File: src/vsl_pkg.sv
// Package for the voltage setpoint, soft limit and extreme-value block.
// Assumes voltages travel as signed millivolt integers, 32 bits wide, except set command values, which are microvolt entries.
package vsl_pkg;

    // Data width of every voltage value and answer
    localparam int unsigned VAL_W = 32;

    // Command codes on the decoded command port
    localparam logic [3:0] CMD_NONE = 4'h0;
    localparam logic [3:0] CMD_SET_UPPER = 4'h1;
    localparam logic [3:0] CMD_SET_ALIAS = 4'h2;
    localparam logic [3:0] CMD_SET_LOWER = 4'h3;
    localparam logic [3:0] CMD_SET_POINT = 4'h4;
    localparam logic [3:0] CMD_Q_UPPER = 4'h5;
    localparam logic [3:0] CMD_Q_ALIAS = 4'h6;
    localparam logic [3:0] CMD_Q_LOWER = 4'h7;
    localparam logic [3:0] CMD_Q_POINT = 4'h8;
    localparam logic [3:0] CMD_Q_PEAK = 4'h9;
    localparam logic [3:0] CMD_Q_FLOOR = 4'ha;
    localparam logic [3:0] CMD_Q_MEAS = 4'hb;
    localparam logic [3:0] CMD_TRACK_ON = 4'hc;
    localparam logic [3:0] CMD_TRACK_OFF = 4'hd;
    localparam logic [3:0] CMD_TRACK_RST = 4'he;
    localparam logic [3:0] CMD_WAIT = 4'hf;

    // Voltage range and reset values in millivolts
    localparam logic signed [31:0] NOM_MAX_MV = 32'sh0000_ea60;
    localparam logic signed [31:0] ZERO_MV = 32'sh0000_0000;
    localparam logic signed [31:0] MEAS_MIN_MV = -32'sh0000_4000;
    localparam logic signed [31:0] MEAS_MAX_MV = 32'sh0001_7ffc;

    // Overflow codes placed in answers
    localparam logic signed [31:0] PEAK_OVF_CODE = 32'sh000f_423f;
    localparam logic signed [31:0] FLOOR_OVF_CODE = -32'sh0098_967f;
    localparam logic signed [31:0] MEAS_OVF_CODE = 32'sh000f_423f;

    // Rounding of microvolt entry to the millivolt step
    localparam logic signed [31:0] UV_PER_MV = 32'sh0000_03e8;
    localparam logic signed [31:0] UV_HALF_STEP = 32'sh0000_01f4;

    // Command error event register layout
    localparam int unsigned ERR_W = 8;
    localparam int unsigned ERR_LIMIT_BIT = 2;
    localparam logic [7:0] ERR_RESET = 8'h00;

    // Wait timing: one millisecond in clock cycles at 40 MHz
    localparam int unsigned CLK_PERIOD_NS = 25;
    localparam int unsigned MS_PERIOD_NS = 1000000;
    localparam int unsigned CYC_PER_MS = MS_PERIOD_NS / CLK_PERIOD_NS;
    localparam logic [15:0] WAIT_MIN_MS = 16'h0001;

endpackage

File: src/vsl_core.sv
// Voltage setpoint, soft limits, extreme tracking and wait delay block.
// Assumes decoded commands from a front-end parser, one per accepted cycle,
// and a measured output voltage in signed millivolts from the measuring path.
//
// Summary of operation
// Upper limit accepted only between present setpoint and nominal maximum.
// Lower limit accepted only between zero and present setpoint.
// Setpoint accepted only between lower and upper limits.
// Rejected value leaves storage unchanged, pulses error, sets error bit 2.
// Accepted voltage values are rounded to one millivolt before storing.
// Legacy alias sets upper limit; its query answers in upper limit format.
// Lower limit is ignored while the external analog control drives voltage.
// While tracking is on each measurement updates peak and floor records, unless a tracking reset is taken in the same cycle.
// Measurement above range while tracking makes peak report positive code.
// Measurement below range while tracking makes floor report negative code.
// Tracking reset loads the extreme records from the present measurement.
// Measured query returns the momentary value at 2 mV resolution.
// Measured value out of range is answered with the signed overflow code.
// Wait inserts a 1 ms to 65535 ms delay between chained commands.
// During a wait no command is taken and display refresh is held off.
// Chained commands are executed strictly in the order received.
// Reset clears setpoint and lower limit, sets upper limit to nominal.
// Wait counts whole milliseconds; commands resume the cycle after expiry.
`timescale 1ns/1ps
`default_nettype none
module vsl_core #(
    parameter int unsigned CYC_PER_MS = vsl_pkg::CYC_PER_MS
) (
    input wire logic ref_clk_i,
    input wire logic srst_i,
    input wire logic cmd_valid_i,
    input wire logic [3:0] cmd_code_i,
    input wire logic signed [31:0] cmd_value_i,
    output logic cmd_ready_o,
    output logic rsp_valid_o,
    output logic [3:0] rsp_code_o,
    output logic signed [31:0] rsp_value_o,
    output logic err_pulse_o,
    input wire logic err_clear_i,
    output logic [7:0] cmd_error_events_o,
    input wire logic ext_volt_ctrl_i,
    input wire logic meas_valid_i,
    input wire logic signed [31:0] meas_mv_i,
    output logic display_refresh_o,
    output logic [31:0] volt_setpoint_o,
    output logic extreme_tracking_o
);
    typedef enum logic [0:0] {
        VSL_RUN = 1'b0,
        VSL_WAIT = 1'b1
    } vsl_state_type;

    vsl_state_type state_r;
    logic signed [31:0] upper_volt_limit_r;
    logic signed [31:0] lower_volt_limit_r;
    logic signed [31:0] setpoint_r;
    logic signed [31:0] peak_volt_record_r;
    logic signed [31:0] floor_volt_record_r;
    logic peak_ovf_r;
    logic floor_ovf_r;
    logic signed [31:0] meas_last_r;
    logic meas_over_r;
    logic meas_under_r;
    logic signed [31:0] rounded_mv;
    logic take;
    logic is_set;
    logic accept;
    logic reject;
    logic wait_done;
    logic meas_over;
    logic meas_under;

    vsl_round_mv u_round (
        .uv_i(cmd_value_i),
        .mv_o(rounded_mv)
    );

    vsl_ms_timer #(
        .CYC_PER_MS(CYC_PER_MS)
    ) u_timer (
        .ref_clk_i(ref_clk_i),
        .srst_i(srst_i),
        .start_i(take && (cmd_code_i == vsl_pkg::CMD_WAIT)),
        .ms_i(cmd_value_i[15:0]),
        .done_o(wait_done)
    );

    // One command per handshake, in arrival order
    assign take = cmd_valid_i && cmd_ready_o;
    assign is_set = (cmd_code_i == vsl_pkg::CMD_SET_UPPER) ||
                    (cmd_code_i == vsl_pkg::CMD_SET_ALIAS) ||
                    (cmd_code_i == vsl_pkg::CMD_SET_LOWER) ||
                    (cmd_code_i == vsl_pkg::CMD_SET_POINT);
    assign meas_over = meas_mv_i > vsl_pkg::MEAS_MAX_MV;
    assign meas_under = meas_mv_i < vsl_pkg::MEAS_MIN_MV;

    // Range check of the rounded value against the present settings
    always_comb begin
        unique case (cmd_code_i)
            vsl_pkg::CMD_SET_UPPER, vsl_pkg::CMD_SET_ALIAS: begin
                accept = (rounded_mv >= setpoint_r) &&
                         (rounded_mv <= vsl_pkg::NOM_MAX_MV);
            end
            vsl_pkg::CMD_SET_LOWER: begin
                accept = (rounded_mv >= vsl_pkg::ZERO_MV) &&
                         (rounded_mv <= setpoint_r);
            end
            vsl_pkg::CMD_SET_POINT: begin
                accept = (rounded_mv >= vsl_pkg::ZERO_MV) &&
                         (ext_volt_ctrl_i || rounded_mv >= lower_volt_limit_r) &&
                         (rounded_mv <= upper_volt_limit_r);
            end
            default: begin
                accept = 1'b0;
            end
        endcase
    end

    assign reject = take && is_set && !accept;

    // Stored settings, written only with an accepted, rounded value
    always_ff @(posedge ref_clk_i) begin
        if (srst_i) begin
            upper_volt_limit_r <= vsl_pkg::NOM_MAX_MV;
            lower_volt_limit_r <= vsl_pkg::ZERO_MV;
            setpoint_r <= vsl_pkg::ZERO_MV;
        end else if (take && accept) begin
            unique case (cmd_code_i)
                vsl_pkg::CMD_SET_UPPER, vsl_pkg::CMD_SET_ALIAS: begin
                    upper_volt_limit_r <= rounded_mv;
                end
                vsl_pkg::CMD_SET_LOWER: begin
                    lower_volt_limit_r <= rounded_mv;
                end
                vsl_pkg::CMD_SET_POINT: begin
                    setpoint_r <= rounded_mv;
                end
                default: begin
                end
            endcase
        end
    end

    // Error pulse and sticky limit error bit; a new set beats a clear
    always_ff @(posedge ref_clk_i) begin
        if (srst_i) begin
            err_pulse_o <= 1'b0;
            cmd_error_events_o <= vsl_pkg::ERR_RESET;
        end else begin
            err_pulse_o <= reject;
            if (reject) begin
                cmd_error_events_o[vsl_pkg::ERR_LIMIT_BIT] <= 1'b1;
            end else if (err_clear_i) begin
                cmd_error_events_o <= vsl_pkg::ERR_RESET;
            end
        end
    end

    // Latest measurement and its range flags
    always_ff @(posedge ref_clk_i) begin
        if (srst_i) begin
            meas_last_r <= vsl_pkg::ZERO_MV;
            meas_over_r <= 1'b0;
            meas_under_r <= 1'b0;
        end else if (meas_valid_i) begin
            meas_last_r <= meas_mv_i;
            meas_over_r <= meas_over;
            meas_under_r <= meas_under;
        end
    end

    // Tracking switch
    always_ff @(posedge ref_clk_i) begin
        if (srst_i) begin
            extreme_tracking_o <= 1'b0;
        end else if (take && cmd_code_i == vsl_pkg::CMD_TRACK_ON) begin
            extreme_tracking_o <= 1'b1;
        end else if (take && cmd_code_i == vsl_pkg::CMD_TRACK_OFF) begin
            extreme_tracking_o <= 1'b0;
        end
    end

    // Peak and floor records with sticky overflow marks
    always_ff @(posedge ref_clk_i) begin
        if (srst_i) begin
            peak_volt_record_r <= vsl_pkg::ZERO_MV;
            floor_volt_record_r <= vsl_pkg::ZERO_MV;
            peak_ovf_r <= 1'b0;
            floor_ovf_r <= 1'b0;
        end else if (take && cmd_code_i == vsl_pkg::CMD_TRACK_RST) begin
            peak_volt_record_r <= meas_last_r;
            floor_volt_record_r <= meas_last_r;
            peak_ovf_r <= meas_over_r;
            floor_ovf_r <= meas_under_r;
        end else if (extreme_tracking_o && meas_valid_i) begin
            if (meas_mv_i > peak_volt_record_r) begin
                peak_volt_record_r <= meas_mv_i;
            end
            if (meas_mv_i < floor_volt_record_r) begin
                floor_volt_record_r <= meas_mv_i;
            end
            if (meas_over) begin
                peak_ovf_r <= 1'b1;
            end
            if (meas_under) begin
                floor_ovf_r <= 1'b1;
            end
        end
    end

    // Query answers, one cycle after the command is taken
    always_ff @(posedge ref_clk_i) begin
        if (srst_i) begin
            rsp_valid_o <= 1'b0;
            rsp_code_o <= vsl_pkg::CMD_NONE;
            rsp_value_o <= vsl_pkg::ZERO_MV;
        end else begin
            rsp_valid_o <= 1'b0;
            if (take && !is_set) begin
                rsp_code_o <= cmd_code_i;
                unique case (cmd_code_i)
                    vsl_pkg::CMD_Q_UPPER: begin
                        rsp_valid_o <= 1'b1;
                        rsp_value_o <= upper_volt_limit_r;
                    end
                    vsl_pkg::CMD_Q_ALIAS: begin
                        rsp_valid_o <= 1'b1;
                        rsp_code_o <= vsl_pkg::CMD_Q_UPPER;
                        rsp_value_o <= upper_volt_limit_r;
                    end
                    vsl_pkg::CMD_Q_LOWER: begin
                        rsp_valid_o <= 1'b1;
                        rsp_value_o <= lower_volt_limit_r;
                    end
                    vsl_pkg::CMD_Q_POINT: begin
                        rsp_valid_o <= 1'b1;
                        rsp_value_o <= setpoint_r;
                    end
                    vsl_pkg::CMD_Q_PEAK: begin
                        rsp_valid_o <= 1'b1;
                        rsp_value_o <= peak_ovf_r ? vsl_pkg::PEAK_OVF_CODE
                                                  : peak_volt_record_r;
                    end
                    vsl_pkg::CMD_Q_FLOOR: begin
                        rsp_valid_o <= 1'b1;
                        rsp_value_o <= floor_ovf_r ? vsl_pkg::FLOOR_OVF_CODE
                                                   : floor_volt_record_r;
                    end
                    vsl_pkg::CMD_Q_MEAS: begin
                        rsp_valid_o <= 1'b1;
                        if (meas_over_r) begin
                            rsp_value_o <= vsl_pkg::MEAS_OVF_CODE;
                        end else if (meas_under_r) begin
                            rsp_value_o <= -vsl_pkg::MEAS_OVF_CODE;
                        end else begin
                            rsp_value_o <= {meas_last_r[31:1], 1'b0};
                        end
                    end
                    default: begin
                    end
                endcase
            end
        end
    end

    // Wait sequencing: input blocked until the cycle after expiry
    always_ff @(posedge ref_clk_i) begin
        if (srst_i) begin
            state_r <= VSL_RUN;
            cmd_ready_o <= 1'b1;
            display_refresh_o <= 1'b1;
        end else begin
            unique case (state_r)
                VSL_RUN: begin
                    if (take && cmd_code_i == vsl_pkg::CMD_WAIT) begin
                        state_r <= VSL_WAIT;
                        cmd_ready_o <= 1'b0;
                        display_refresh_o <= 1'b0;
                    end
                end
                VSL_WAIT: begin
                    if (wait_done) begin
                        state_r <= VSL_RUN;
                        cmd_ready_o <= 1'b1;
                        display_refresh_o <= 1'b1;
                    end
                end
            endcase
        end
    end

    // Setpoint copy to the regulator
    always_ff @(posedge ref_clk_i) begin
        if (srst_i) begin
            volt_setpoint_o <= 32'h0000_0000;
        end else begin
            volt_setpoint_o <= setpoint_r;
        end
    end

    // Setpoint stays at or below the upper limit, upper limit within nominal, lower not below zero
    limit_order_a: assert property (@(posedge ref_clk_i) disable iff (srst_i)
        (setpoint_r <= upper_volt_limit_r) && (upper_volt_limit_r <= vsl_pkg::NOM_MAX_MV)
        && (lower_volt_limit_r >= vsl_pkg::ZERO_MV))
        else $error("soft limits out of order");

    // A rejected value changes nothing and raises the error
    reject_hold_a: assert property (@(posedge ref_clk_i) disable iff (srst_i)
        reject |=> $stable(setpoint_r) && $stable(upper_volt_limit_r)
        && $stable(lower_volt_limit_r) && err_pulse_o && cmd_error_events_o[2])
        else $error("rejected value not handled");

    // Lower limit set above the setpoint is never stored
    lower_range_a: assert property (@(posedge ref_clk_i) disable iff (srst_i)
        take && cmd_code_i == vsl_pkg::CMD_SET_LOWER && rounded_mv > setpoint_r
        |=> lower_volt_limit_r == $past(lower_volt_limit_r))
        else $error("lower limit above setpoint stored");

    // Accepted setpoint is stored rounded
    point_store_a: assert property (@(posedge ref_clk_i) disable iff (srst_i)
        take && cmd_code_i == vsl_pkg::CMD_SET_POINT && accept
        |=> setpoint_r == $past(rounded_mv) ##1 volt_setpoint_o == $past(rounded_mv, 2))
        else $error("setpoint not stored rounded");

    // Alias query answers in the upper limit format
    alias_fmt_a: assert property (@(posedge ref_clk_i) disable iff (srst_i)
        take && cmd_code_i == vsl_pkg::CMD_Q_ALIAS
        |=> rsp_valid_o && rsp_code_o == vsl_pkg::CMD_Q_UPPER
        && rsp_value_o == upper_volt_limit_r)
        else $error("alias query format wrong");

    // Peak overflow is answered with the positive code
    peak_code_a: assert property (@(posedge ref_clk_i) disable iff (srst_i)
        take && cmd_code_i == vsl_pkg::CMD_Q_PEAK && peak_ovf_r
        |=> rsp_value_o == 32'sh000f_423f)
        else $error("peak overflow code wrong");

    // Floor overflow is answered with the negative code
    floor_code_a: assert property (@(posedge ref_clk_i) disable iff (srst_i)
        take && cmd_code_i == vsl_pkg::CMD_Q_FLOOR && floor_ovf_r
        |=> rsp_value_o == -32'sh0098_967f)
        else $error("floor overflow code wrong");

    // Tracking reset loads both records with one value
    track_reset_a: assert property (@(posedge ref_clk_i) disable iff (srst_i)
        take && cmd_code_i == vsl_pkg::CMD_TRACK_RST
        |=> peak_volt_record_r == floor_volt_record_r && peak_volt_record_r == $past(meas_last_r))
        else $error("tracking reset not loaded");

    // Peak record never falls and floor never rises while tracking runs, except at a tracking reset
    peak_mono_a: assert property (@(posedge ref_clk_i) disable iff (srst_i)
        extreme_tracking_o && meas_valid_i && !take
        |=> peak_volt_record_r >= $past(peak_volt_record_r)
        && floor_volt_record_r <= $past(floor_volt_record_r))
        else $error("extreme record moved wrongly");

    // Measured answer in range is on the 2 mV grid
    meas_grid_a: assert property (@(posedge ref_clk_i) disable iff (srst_i)
        take && cmd_code_i == vsl_pkg::CMD_Q_MEAS && !meas_over_r && !meas_under_r
        |=> rsp_valid_o && !rsp_value_o[0])
        else $error("measured answer off grid");

    // A wait blocks input and display for at least two cycles
    wait_block_a: assert property (@(posedge ref_clk_i) disable iff (srst_i)
        take && cmd_code_i == vsl_pkg::CMD_WAIT
        |=> (!cmd_ready_o && !display_refresh_o) [*2])
        else $error("wait did not block input");

    // Ready returns the cycle after the timer expires
    wait_resume_a: assert property (@(posedge ref_clk_i) disable iff (srst_i)
        wait_done |=> cmd_ready_o && display_refresh_o)
        else $error("no resume after wait");
endmodule
`default_nettype wire

File: src/vsl_ms_timer.sv
// Millisecond wait timer: counts a loaded number of milliseconds from a
// divided tick and pulses done once. Assumes a start only while idle.
`timescale 1ns/1ps
`default_nettype none
module vsl_ms_timer #(
    parameter int unsigned CYC_PER_MS = vsl_pkg::CYC_PER_MS
) (
    input wire logic ref_clk_i,
    input wire logic srst_i,
    input wire logic start_i,
    input wire logic [15:0] ms_i,
    output logic done_o
);
    logic [31:0] tick_cnt_r;
    logic [15:0] ms_left_r;
    logic busy_r;
    logic tick;

    assign tick = busy_r && (tick_cnt_r == 32'(CYC_PER_MS - 1));

    // Cycle divider making the millisecond tick
    always_ff @(posedge ref_clk_i) begin
        if (srst_i || start_i || tick) begin
            tick_cnt_r <= 32'h0000_0000;
        end else if (busy_r) begin
            tick_cnt_r <= tick_cnt_r + 32'h0000_0001;
        end
    end

    // Millisecond count; a zero request still waits the least step
    always_ff @(posedge ref_clk_i) begin
        if (srst_i) begin
            ms_left_r <= 16'h0000;
            busy_r <= 1'b0;
            done_o <= 1'b0;
        end else begin
            done_o <= 1'b0;
            if (start_i) begin
                ms_left_r <= (ms_i < vsl_pkg::WAIT_MIN_MS) ? vsl_pkg::WAIT_MIN_MS : ms_i;
                busy_r <= 1'b1;
            end else if (tick) begin
                ms_left_r <= ms_left_r - 16'h0001;
                if (ms_left_r == 16'h0001) begin
                    busy_r <= 1'b0;
                    done_o <= 1'b1;
                end
            end
        end
    end
endmodule
`default_nettype wire

File: src/vsl_round_mv.sv
// Rounds a signed microvolt entry to the nearest millivolt, half away from zero.
// Purely combinational; the caller registers the result where needed.
`timescale 1ns/1ps
`default_nettype none
module vsl_round_mv (
    input wire logic signed [31:0] uv_i,
    output logic signed [31:0] mv_o
);
    // Bias by half a step toward the sign, then truncate
    always_comb begin
        if (uv_i < 32'sh0000_0000) begin
            mv_o = (uv_i - vsl_pkg::UV_HALF_STEP) / vsl_pkg::UV_PER_MV;
        end else begin
            mv_o = (uv_i + vsl_pkg::UV_HALF_STEP) / vsl_pkg::UV_PER_MV;
        end
    end
endmodule
`default_nettype wire
File: config.mk
export PLATFORM = sky130hd
export DESIGN_NAME = vsl_core
export DESIGN_NICKNAME = d
export VERILOG_FILES = /design/src/vsl_pkg.sv /design/src/vsl_core.sv /design/src/vsl_ms_timer.sv /design/src/vsl_round_mv.sv
export SDC_FILE = /design/constraint.sdc
export NUM_CORES = 1
export LEC_CHECK = 0
export BUFFER_PORTS_ARGS = -buffer_cell sky130_fd_sc_hd__buf_2
export CORE_MARGIN = 3
export CORE_UTILIZATION = 60
export CTS_CLUSTER_DIAMETER = 50
export DETAILED_ROUTE_END_ITERATION = 8
export GPL_ROUTABILITY_DRIVEN = 1
export GPL_TIMING_DRIVEN = 1
export PLACE_DENSITY_LB_ADDON = 0.05
export SLEW_MARGIN = 20
export SYNTH_ARGS = -nofsm -noshare
export SYNTH_HDL_FRONTEND = slang
export SYNTH_SLANG_ARGS = --single-unit
File: constraint.sdc
create_clock -name ref_clk_i -period 76.6 [get_ports ref_clk_i]
set_input_delay 7.66 -clock ref_clk_i [delete_from_list [all_inputs] [get_ports ref_clk_i]]
set_output_delay 7.66 -clock ref_clk_i [all_outputs]
set_load 0.03 [all_outputs]
* After elaboration in Yosys (flattened, before gate mapping) *
Index checks and enable logic that the tools add are counted.

operators by class
  $add $sub $neg = 4
  divide/modulo/power cells = 2
  magnitude comparators = 12
  equal/unequal tests = 19
  multiplexer cells = 38
  bitwise operators = 3
  reduce and logical (&&, ||, !) cells = 48

operators with widths
  cell                    number
  $mux 32                 11
  $pmux 32 s6             1
  $div 32x11->32 const B  2
  $ge 32x32->1            2
  $le 32x32->1            2
  $mux 16                 3
  $add 32x1->32 const B   1
  $add 32x10->32 const B  1
  $eq 32x16->1 const B    1
  $eq 4x4->1 const B      8
  $ge 32x1->1 const B     1
  $gt 32x18->1 const B    1
  $gt 32x32->1            1
  $le 32x17->1 const B    1
  $lt 32x1->1 const B     1
  $lt 32x15->1 const B    1
  $lt 32x32->1            1
  $sub 32x10->32 const B  1
  $reduce_and 2->1        10
  $mux 1                  18
  $reduce_bool 2->1       9
  $eq 16x1->1 const B     1
  $eq 4x3->1 const B      4
  $lt 16x1->1 const B     1
  16 further kinds        43

storage, ports and cells
  register bits = 320
  output and inout bits = 81
  word-level logic and storage cells = 149

* Depth between registers and ports, before layout *
Gate-level depths: netlist of run 1.

  depth after elaboration = 11
  gate-level depth with buffers = 104
  depth with buffers taken out = 88

* Hierarchy *
From an unflattened synthesis of run 1, not the netlist that was laid out.

second synthesis, totals
  cells, all modules = 3519
  area, all modules = 27508.9 µm²

modules (own cells, without submodules)
  module        times used  cells each  area an instance (µm²)
  vsl_core      1           1827        15494.9
  vsl_round_mv  1           1372        9288.9
  vsl_ms_timer  1           320         2725.1

* Least setup slack after synthesis of run 1 *
No wires, ideal clock.

  path type = in2reg
  from = input port cmd_value_i[31]
  to = register upper_volt_limit_r[17]
  library setup time = 0.070 ns
  arrival time = 29.408 ns
  data required time = 76.530 ns
  slack = 47.122 ns
  stages = 95
  path buffers = 9
  cells stage by stage = inv_1 ha_1 nor2b_1 o31a_1 o211a_1 or4_1 a222oi_1 nand4_1 nor3_1 and3_1 o21ai_1 a21oi_1 mux2i_1 and2_1 buf_1 nor3_1 a21oi_2 mux2_2 [... 59 more ...] a21oi_1 nor2b_1 o21ai_0 nand2b_1 a21oi_1 nor2_1 a2111oi_0 o21ai_0 a21o_1 or3_1 or4_1 nor4_2 a21o_1 buf_4 buf_6 buf_6 nand3_1 a21oi_1

on the way
  word-level cells in the longest chain between the ends = 10

ends and longest elaborated chain
  what                                              RTL line                                source
  start, declared                                   vsl_core.sv:33                          input wire logic signed [31:0] cmd_value_i,
  $add 32x10->32 or $sub 32x10->32 (tied branches)  vsl_round_mv.sv:14, vsl_round_mv.sv:12
  $div 32x11->32 (on tied branches)                 vsl_round_mv.sv:14, vsl_round_mv.sv:12
  $mux 32 (*)                                       vsl_round_mv.sv:11                      if (uv_i < 32'sh0000_0000) begin
  via rounded_mv[18]                                vsl_core.sv:64                          logic signed [31:0] rounded_mv;
  $ge 32x32->1                                      vsl_core.sv:110                         (ext_volt_ctrl_i || rounded_mv >= lower_volt_limit_r) &&
  $logic_or 1x1->1                                  vsl_core.sv:110
  $logic_and 1x1->1                                 vsl_core.sv:109                         accept = (rounded_mv >= vsl_pkg::ZERO_MV) &&
  $logic_and 1x1->1                                 vsl_core.sv:110
  $pmux 1 s3 (*)                                    vsl_core.sv:99                          unique case (cmd_code_i)
  $logic_and 1x1->1 (*)                             vsl_core.sv:127                         end else if (take && accept) begin
  $reduce_and 2->1 (no source line) (*)             n/a
  end signal, assigned                              vsl_core.sv:124                         upper_volt_limit_r <= vsl_pkg::NOM_MAX_MV;
  end signal, assigned                              vsl_core.sv:130                         upper_volt_limit_r <= rounded_mv;
  end, declared                                     vsl_core.sv:54                          logic signed [31:0] upper_volt_limit_r;

The timed path passes the listed nets; every way through them passes the cells marked *.
A chain may end at the register's enable or synchronous reset.

* Final worst setup path of run 1 *
  from = input port cmd_value_i[31]
  to = register upper_volt_limit_r[25]

Same word-level chain as after synthesis.

==> impl_metrics.env, run 1 <==
export IMPL_worstSetupStartpointType="input pin"
export IMPL_synthFlopType="dfxtp_1"
export IMPL_syn_area_um2=27900
export IMPL_yosysMostFrequentCell="nor2_1"
export IMPL_rsz0062_at_grt="no"
export IMPL_crit_path_frequent_cell="a21oi_1"
export IMPL_hold_buffers=0
export IMPL_dp_slack_ns=40.19
export IMPL_hold_violations=0
export IMPL_use_met1=0.481
export IMPL_grtUsageTotal=0.350
export IMPL_synth_async_reset_ratio=0
export IMPL_use_met2=0.556
export IMPL_synthTopCellsByCount="nor2_1 (410), a21oi_1 (335), dfxtp_1 (320), nand2_1 (247), inv_1 (203)"
export IMPL_endpoint_kind="flip-flop"
export IMPL_fillers=4027
export IMPL_hold_end="rsp_value_o[15]"
export IMPL_hold_path_startpoint="rsp_value_o[15]"
export IMPL_ioPinCount=155
export IMPL_synth_top_area_cell="dfxtp_1"
export IMPL_die_h_um=222
export IMPL_synthesis_instances=3739
export IMPL_area_growth_pct=7.75
export IMPL_cts_buffers=35
export IMPL_cp_max_fo=69
export IMPL_ant_nets=0
export IMPL_drtIter0Drc=3298
export IMPL_htreeDepth=2
export IMPL_clock_sinks=320
export IMPL_wl_per_cell_um=20.8
export IMPL_vias=29620
export IMPL_fmax_mhz=27.4
export IMPL_r2r_cells=23
export IMPL_register_area_um2=6410
export IMPL_clockBufferDepth=3
export IMPL_routed_wl_um=91500
export IMPL_synth_top_area_frac=0.230
export IMPL_hold_depth=2
export IMPL_place_congestion=1.02
export IMPL_setup_tns_final_ns=0
export IMPL_synth_seq_area_share=0.230
export IMPL_post_route_period_util=0.477
export IMPL_tightest_slew_ns=1.15
export IMPL_portBuffers=147
export IMPL_clock_latency_ns=0.54
export IMPL_drcViolationCount=0
export IMPL_viasPerCell=6.74
export IMPL_synth_distinct_cells=131
export IMPL_postCtsSetupRepairBufs=0
export IMPL_skew_ns=0.0141
export IMPL_final_nets=4035
export IMPL_crit_slowest_cell="a21oi_1"
export IMPL_rrSetupSlack_ns=70.91
export IMPL_path_clk_slew_ns=0.06
export IMPL_rows=78
export IMPL_r2r_end="upper_volt_limit_r[25]"
export IMPL_clock_root_buffer="clkbuf_16"
export IMPL_r2r_start="setpoint_r[1]"
export IMPL_start_util=0.611
export IMPL_crit_start="cmd_value_i[31]"
export IMPL_grt_pass1_wl_um=145000
export IMPL_critical_path_max_stage_delay_ns=0.95
export IMPL_core_area_um2=45700
export IMPL_syn_avg_cell_area_um2=7.46
export IMPL_firstDrtPassIters=7
export IMPL_setup_viol=0
export IMPL_drive_gt1_frac=0.106
export IMPL_fp_dieW_um=222
export IMPL_grtUsageMet3=0.0473
export IMPL_die_area_um2=49100
export IMPL_period_needed_ns=36.56
export IMPL_multi_input_area_um2=19900
export IMPL_path_class="in -> reg"
export IMPL_synth_area_top_cells="dfxtp_1 (23%), ha_1 (8.7%), a21oi_1 (6.0%)"
export IMPL_drv_slew=0
export IMPL_grt_max_degree=104
export IMPL_setup_slack_ns=40.04
export IMPL_cap_viol_max_count=0
export IMPL_place_hpwl_um=69400
export IMPL_grt_overflow=0
export IMPL_top_usage_layer="met2"
export IMPL_synth_edff_count=0
export IMPL_outcome="finished clean"
export IMPL_slew_limit_headroom=0.229
export IMPL_diodes=0
export IMPL_tritoncts="yes"
export IMPL_required_ns=77.05
export IMPL_grt_pass1_vias=27485
export IMPL_grt_antenna_before_repair=1
export IMPL_ys_warn_count=0
export IMPL_ys_ff_latch=320
export IMPL_worst_ep_arrival_time_ns=37.01
export IMPL_hold_path_class="reg -> reg"
export IMPL_cts_resized=0
critical path, delay by kind of cell:
kind	cells	cell delay, ns
compound gates	45	15.06
simple gates	29	8.47
buf+inv	6	1.87
fa+ha+maj	4	1.46
mux	3	1.26
xor+xnor	3	1.19
registers in the layout, summed over array words and instances (netlist names):
| name | cells |
|---|---|
| rsp_code_o | 4 |
| u_timer.busy_r | 1 |
| floor_ovf_r | 1 |
| u_timer.tick_cnt_r | 32 |
| meas_last_r | 32 |
| floor_volt_record_r | 32 |
| upper_volt_limit_r | 32 |
| state_r | 1 |
| peak_ovf_r | 1 |
| peak_volt_record_r | 32 |
| display_refresh_o | 1 |
| u_timer.done_o | 1 |
| cmd_error_events_o | 1 |
| err_pulse_o | 1 |
| u_timer.ms_left_r | 16 |
| rsp_value_o | 32 |
| meas_over_r | 1 |
| volt_setpoint_o | 32 |
| extreme_tracking_o | 1 |
| setpoint_r | 32 |
| lower_volt_limit_r | 32 |
| rsp_valid_o | 1 |
| meas_under_r | 1 |
through the flow:
| step | hold WS, ns | area [um^2] | util | instances |
|---|---|---|---|---|
| global route | 0.468 | 30100 | 0.658 | 4393 |
| floorplan | 0.435 | 27900 | - | 3745 |
| finish | 0.452 | 30100 | 0.658 | 4393 |
| CTS | 0.449 | 30100 | 0.658 | 4393 |
| global placement | 0.434 | 28800 | 0.631 | 4330 |
| detailed placement | 0.441 | 28800 | 0.631 | 4330 |
logic make-up (layout without fill, tap and decap cells):
kind of cell / after synthesis / in the layout / share of synthesized area
AND/OR/NAND/NOR: 1337 / 1337 / 0.238
AO/OA/AOI/OAI: 1187 / 1187 / 0.282
buffers and inverters: 406 / 454 / 0.0620
flip-flops: 320 / 320 / 0.230
adder cells (fa/ha/maj): 203 / 203 / 0.0906
XOR/XNOR: 173 / 173 / 0.0551
multiplexers: 112 / 112 / 0.0423
other: 1 / 7 / 0.000134
layout by cell type, fill, tap and decap left out, types with 49 or more instances in the layout:
| cell type | instances |
|---|---|
| a211oi_1 | 80 |
| nor2_1 | 408 |
| xnor2_1 | 110 |
| o21ai_1 | 119 |
| inv_1 | 203 |
| nand2b_1 | 58 |
| o211ai_1 | 49 |
| nand3_1 | 142 |
| mux2i_1 | 68 |
| nand4_1 | 81 |
| a21oi_1 | 332 |
| nor3_1 | 114 |
| dfxtp_1 | 320 |
| buf_2 | 146 |
| o21ai_0 | 191 |
| ha_1 | 193 |
| xor2_1 | 59 |
| nand2_1 | 246 |
worst max path at each step:
stage,endpoint,slack [ns],depth (start not counted)
floorplan,upper_volt_limit_r[17],47.12,95
global placement,upper_volt_limit_r[26],41.23,90
detailed placement,lower_volt_limit_r[22],40.19,90
CTS,lower_volt_limit_r[22],40.67,90
global route,upper_volt_limit_r[25],37.46,89
finish,upper_volt_limit_r[25],40.04,90
routing by layer:
layer  part of all wire  routed length (um)
met3              0.079                7210
met5            0.00011                  10
met1               0.43               39500
met4              0.045                4130
met2               0.44               40700
area by class of cell:
| type | count | area share |
|---|---|---|
| Multi-Input combinational cell | 3019 | 0.660 |
| Sequential cell | 320 | 0.213 |
| Clock buffer | 49 | 0.0353 |
| Timing Repair Buffer | 188 | 0.0350 |
| Inverter | 203 | 0.0254 |
| Tap cell | 600 | 0.0250 |
| Clock inverter | 14 | 0.00587 |
Power of run 1 is not shown: default switching activity piles up to over one toggle a cycle in this logic, so the estimate is an artifact.
==> inputs of run 2 (changes only) <==
Settings changed: ABC_AREA from default to 1.
Clock period 76.6 ns to 36 ns, I/O delays scaled along.
==> run 2 against run 1 <==
  * First-iteration DRC count is 31% lower
  * Synthesized cell count is 14% higher
  * Utilization is 0.23 points lower
  * Die area is 2.5% higher
  * Register-to-register slack worse by 39 ns
  * Critical path type unchanged
  * Worst hold slack better by 0.0089 ns
  * Setup slack worse by 27 ns
  * Sequential share of layout area is 0.46 points lower
  * Clock-buffer cell count is 4 higher
  * Final cell count is 14% higher
  * Critical path depth is 59 higher
  * Clock skew is 0.016 ns higher
==> impl_metrics.env, run 2 <==
export IMPL_portBuffers=147
export IMPL_ys_ff_latch=320
export IMPL_cts_resized=0
export IMPL_synth_async_reset_ratio=0
export IMPL_rsz0062_at_grt="no"
export IMPL_hold_buffers=0
export IMPL_ant_nets=0
export IMPL_syn_avg_cell_area_um2=6.69
export IMPL_synth_xor_area_frac=0.0226
export IMPL_period_needed_ns=23.38
export IMPL_required_ns=36.45
export IMPL_drcViolationCount=0
export IMPL_synthTopCellsByCount="nand2_1 (798), inv_1 (549), nor2_1 (370), a21oi_1 (337), dfxtp_1 (320)"
export IMPL_yosysMostFrequentCell="nand2_1"
export IMPL_crit_slowest_cell="nand3_4"
export IMPL_die_h_um=224
export IMPL_slew_limit_headroom=0.277
export IMPL_fp_dieW_um=224
export IMPL_vias=28030
export IMPL_final_common_cell="nand2_1"
export IMPL_fmax_mhz=42.8
export IMPL_fillers=4491
export IMPL_skew_ns=0.0305
export IMPL_setup_tns_final_ns=0
export IMPL_viasPerCell=5.61
export IMPL_postCtsSetupRepairBufs=0
export IMPL_clock_latency_ns=0.58
export IMPL_drv_slew=0
export IMPL_tightest_slew_ns=1.08
export IMPL_drtIter0Drc=2260
export IMPL_worstSetupStartpointType="input pin"
export IMPL_hold_path_class="reg -> reg"
export IMPL_worst_ep_arrival_time_ns=23.83
export IMPL_synth_mux_area_fraction=0
export IMPL_clock_root_buffer="clkbuf_16"
export IMPL_rows=79
export IMPL_start_util=0.610
export IMPL_critical_path_max_stage_delay_ns=0.62
export IMPL_htreeDepth=2
export IMPL_area_growth_pct=7.44
export IMPL_synth_area_top_cells="dfxtp_1 (22%), nand2_1 (10%), ha_1 (8.4%)"
export IMPL_outcome="finished clean"
export IMPL_grtUsageTotal=0.330
export IMPL_final_nets=4627
export IMPL_ys_warn_count=0
export IMPL_synthAdderAreaFrac=0.0851
export IMPL_cts_buffers=40
export IMPL_core_area_um2=46900
export IMPL_mostFrequentLayoutCells="nand2_1 (797), inv_1 (548), nor2_1 (368)"
export IMPL_endpoint_kind="flip-flop"
export IMPL_synth_seq_area_share=0.224
export IMPL_hold_violations=0
export IMPL_firstDrtPassIters=8
export IMPL_cap_viol_max_count=0
export IMPL_drive_gt1_frac=0.199
export IMPL_tritoncts="yes"
export IMPL_diodes=0
export IMPL_synth_edff_count=0
export IMPL_post_route_period_util=0.650
export IMPL_synth_top_family_by_area="simple AND/OR/NAND/NOR gates"
export IMPL_crit_path_frequent_cell="nand2_2"
export IMPL_synth_top_area_cell="dfxtp_1"
export IMPL_synthesis_instances=4272
export IMPL_clock_sinks=320
export IMPL_synth_distinct_cells=82
export IMPL_syn_area_um2=28600
export IMPL_synthFlopType="dfxtp_1"
export IMPL_place_hpwl_um=66400
export IMPL_grt_max_degree=115
export IMPL_synth_top_area_frac=0.224
export IMPL_clockBufferDepth=3
export IMPL_grt_pass1_wl_um=135000
export IMPL_place_congestion=0.932
export IMPL_path_class="in -> reg"
export IMPL_grt_pass1_vias=25595
export IMPL_ioPinCount=155
export IMPL_grt_antenna_before_repair=1
export IMPL_wl_per_cell_um=17.0
export IMPL_synth_compound_area_frac=0.165
export IMPL_grt_overflow=0
export IMPL_die_area_um2=50300
export IMPL_cp_max_fo=59
export IMPL_setup_viol=0
export IMPL_path_clk_slew_ns=0.06
export IMPL_synthSimpleGateAreaFrac=0.384
export IMPL_routed_wl_um=85200
run 2: path summary, 6_finish.rpt:
| path | slack (ns) | cells past startpoint | startpoint | end |
|---|---|---|---|---|
| hold / removal | 0.46 | 2 | lower_volt_limit_r[30] | lower_volt_limit_r[30] |
| setup reg to reg | 31.79 | 17 | setpoint_r[1] | lower_volt_limit_r[11] |
| hold reg to reg | 0.46 | 2 | lower_volt_limit_r[30] | lower_volt_limit_r[30] |
| setup / recovery | 12.62 | 149 | cmd_value_i[31] | lower_volt_limit_r[11] |
run 2: kinds of logic after synthesis:
kind of cell	count (synthesis)
AO/OA/AOI/OAI	812
XOR/XNOR	73
adder cells (fa/ha/maj)	194
buffers and inverters	770
flip-flops	320
other	1
AND/OR/NAND/NOR	2102
run 2: stage by stage:
step	hold slack, ns	instance area, um^2	setup WS, ns	instances	util
2_1_floorplan	0.436	28600	16.66	4278	-
3_3_place_gp	0.449	29400	12.75	4924	0.627
3_5_place_dp	0.448	29400	12.27	4924	0.627
4_1_cts	0.462	30700	12.81	4996	0.656
5_1_grt	0.477	30700	10.47	4996	0.656
6_report	0.461	30700	12.62	4996	0.656
run 2: per-layer routing:
metal / wire [um] / track usage
met1: 36700 / 0.426
met2: 38500 / 0.546
met3: 5130 / 0.0388
met4: 4860 / 0.168
met5: 20 / 0
run 2: cell type report:
| cell class | instances | area [um^2] | share of cell area |
|---|---|---|---|
| clock buffer | 53 | 1110 | 0.0362 |
| clock inverter | 19 | 260 | 0.00847 |
| multi-input combinational | 3188 | 18800 | 0.613 |
| sequential | 320 | 6410 | 0.208 |
| tap | 607 | 759 | 0.0247 |
| inverter | 645 | 2500 | 0.0814 |
| timing repair buffer | 164 | 866 | 0.0282 |
run 2: worst max-delay path, delay by kind of cell:
family          cells  cell delay (ns)
simple gates      116            13.69
buf+inv            18             2.57
compound gates     11             2.46
fa+ha+maj           3             1.02
xor+xnor            1             0.24
Power of run 2 is left out for the same reason.
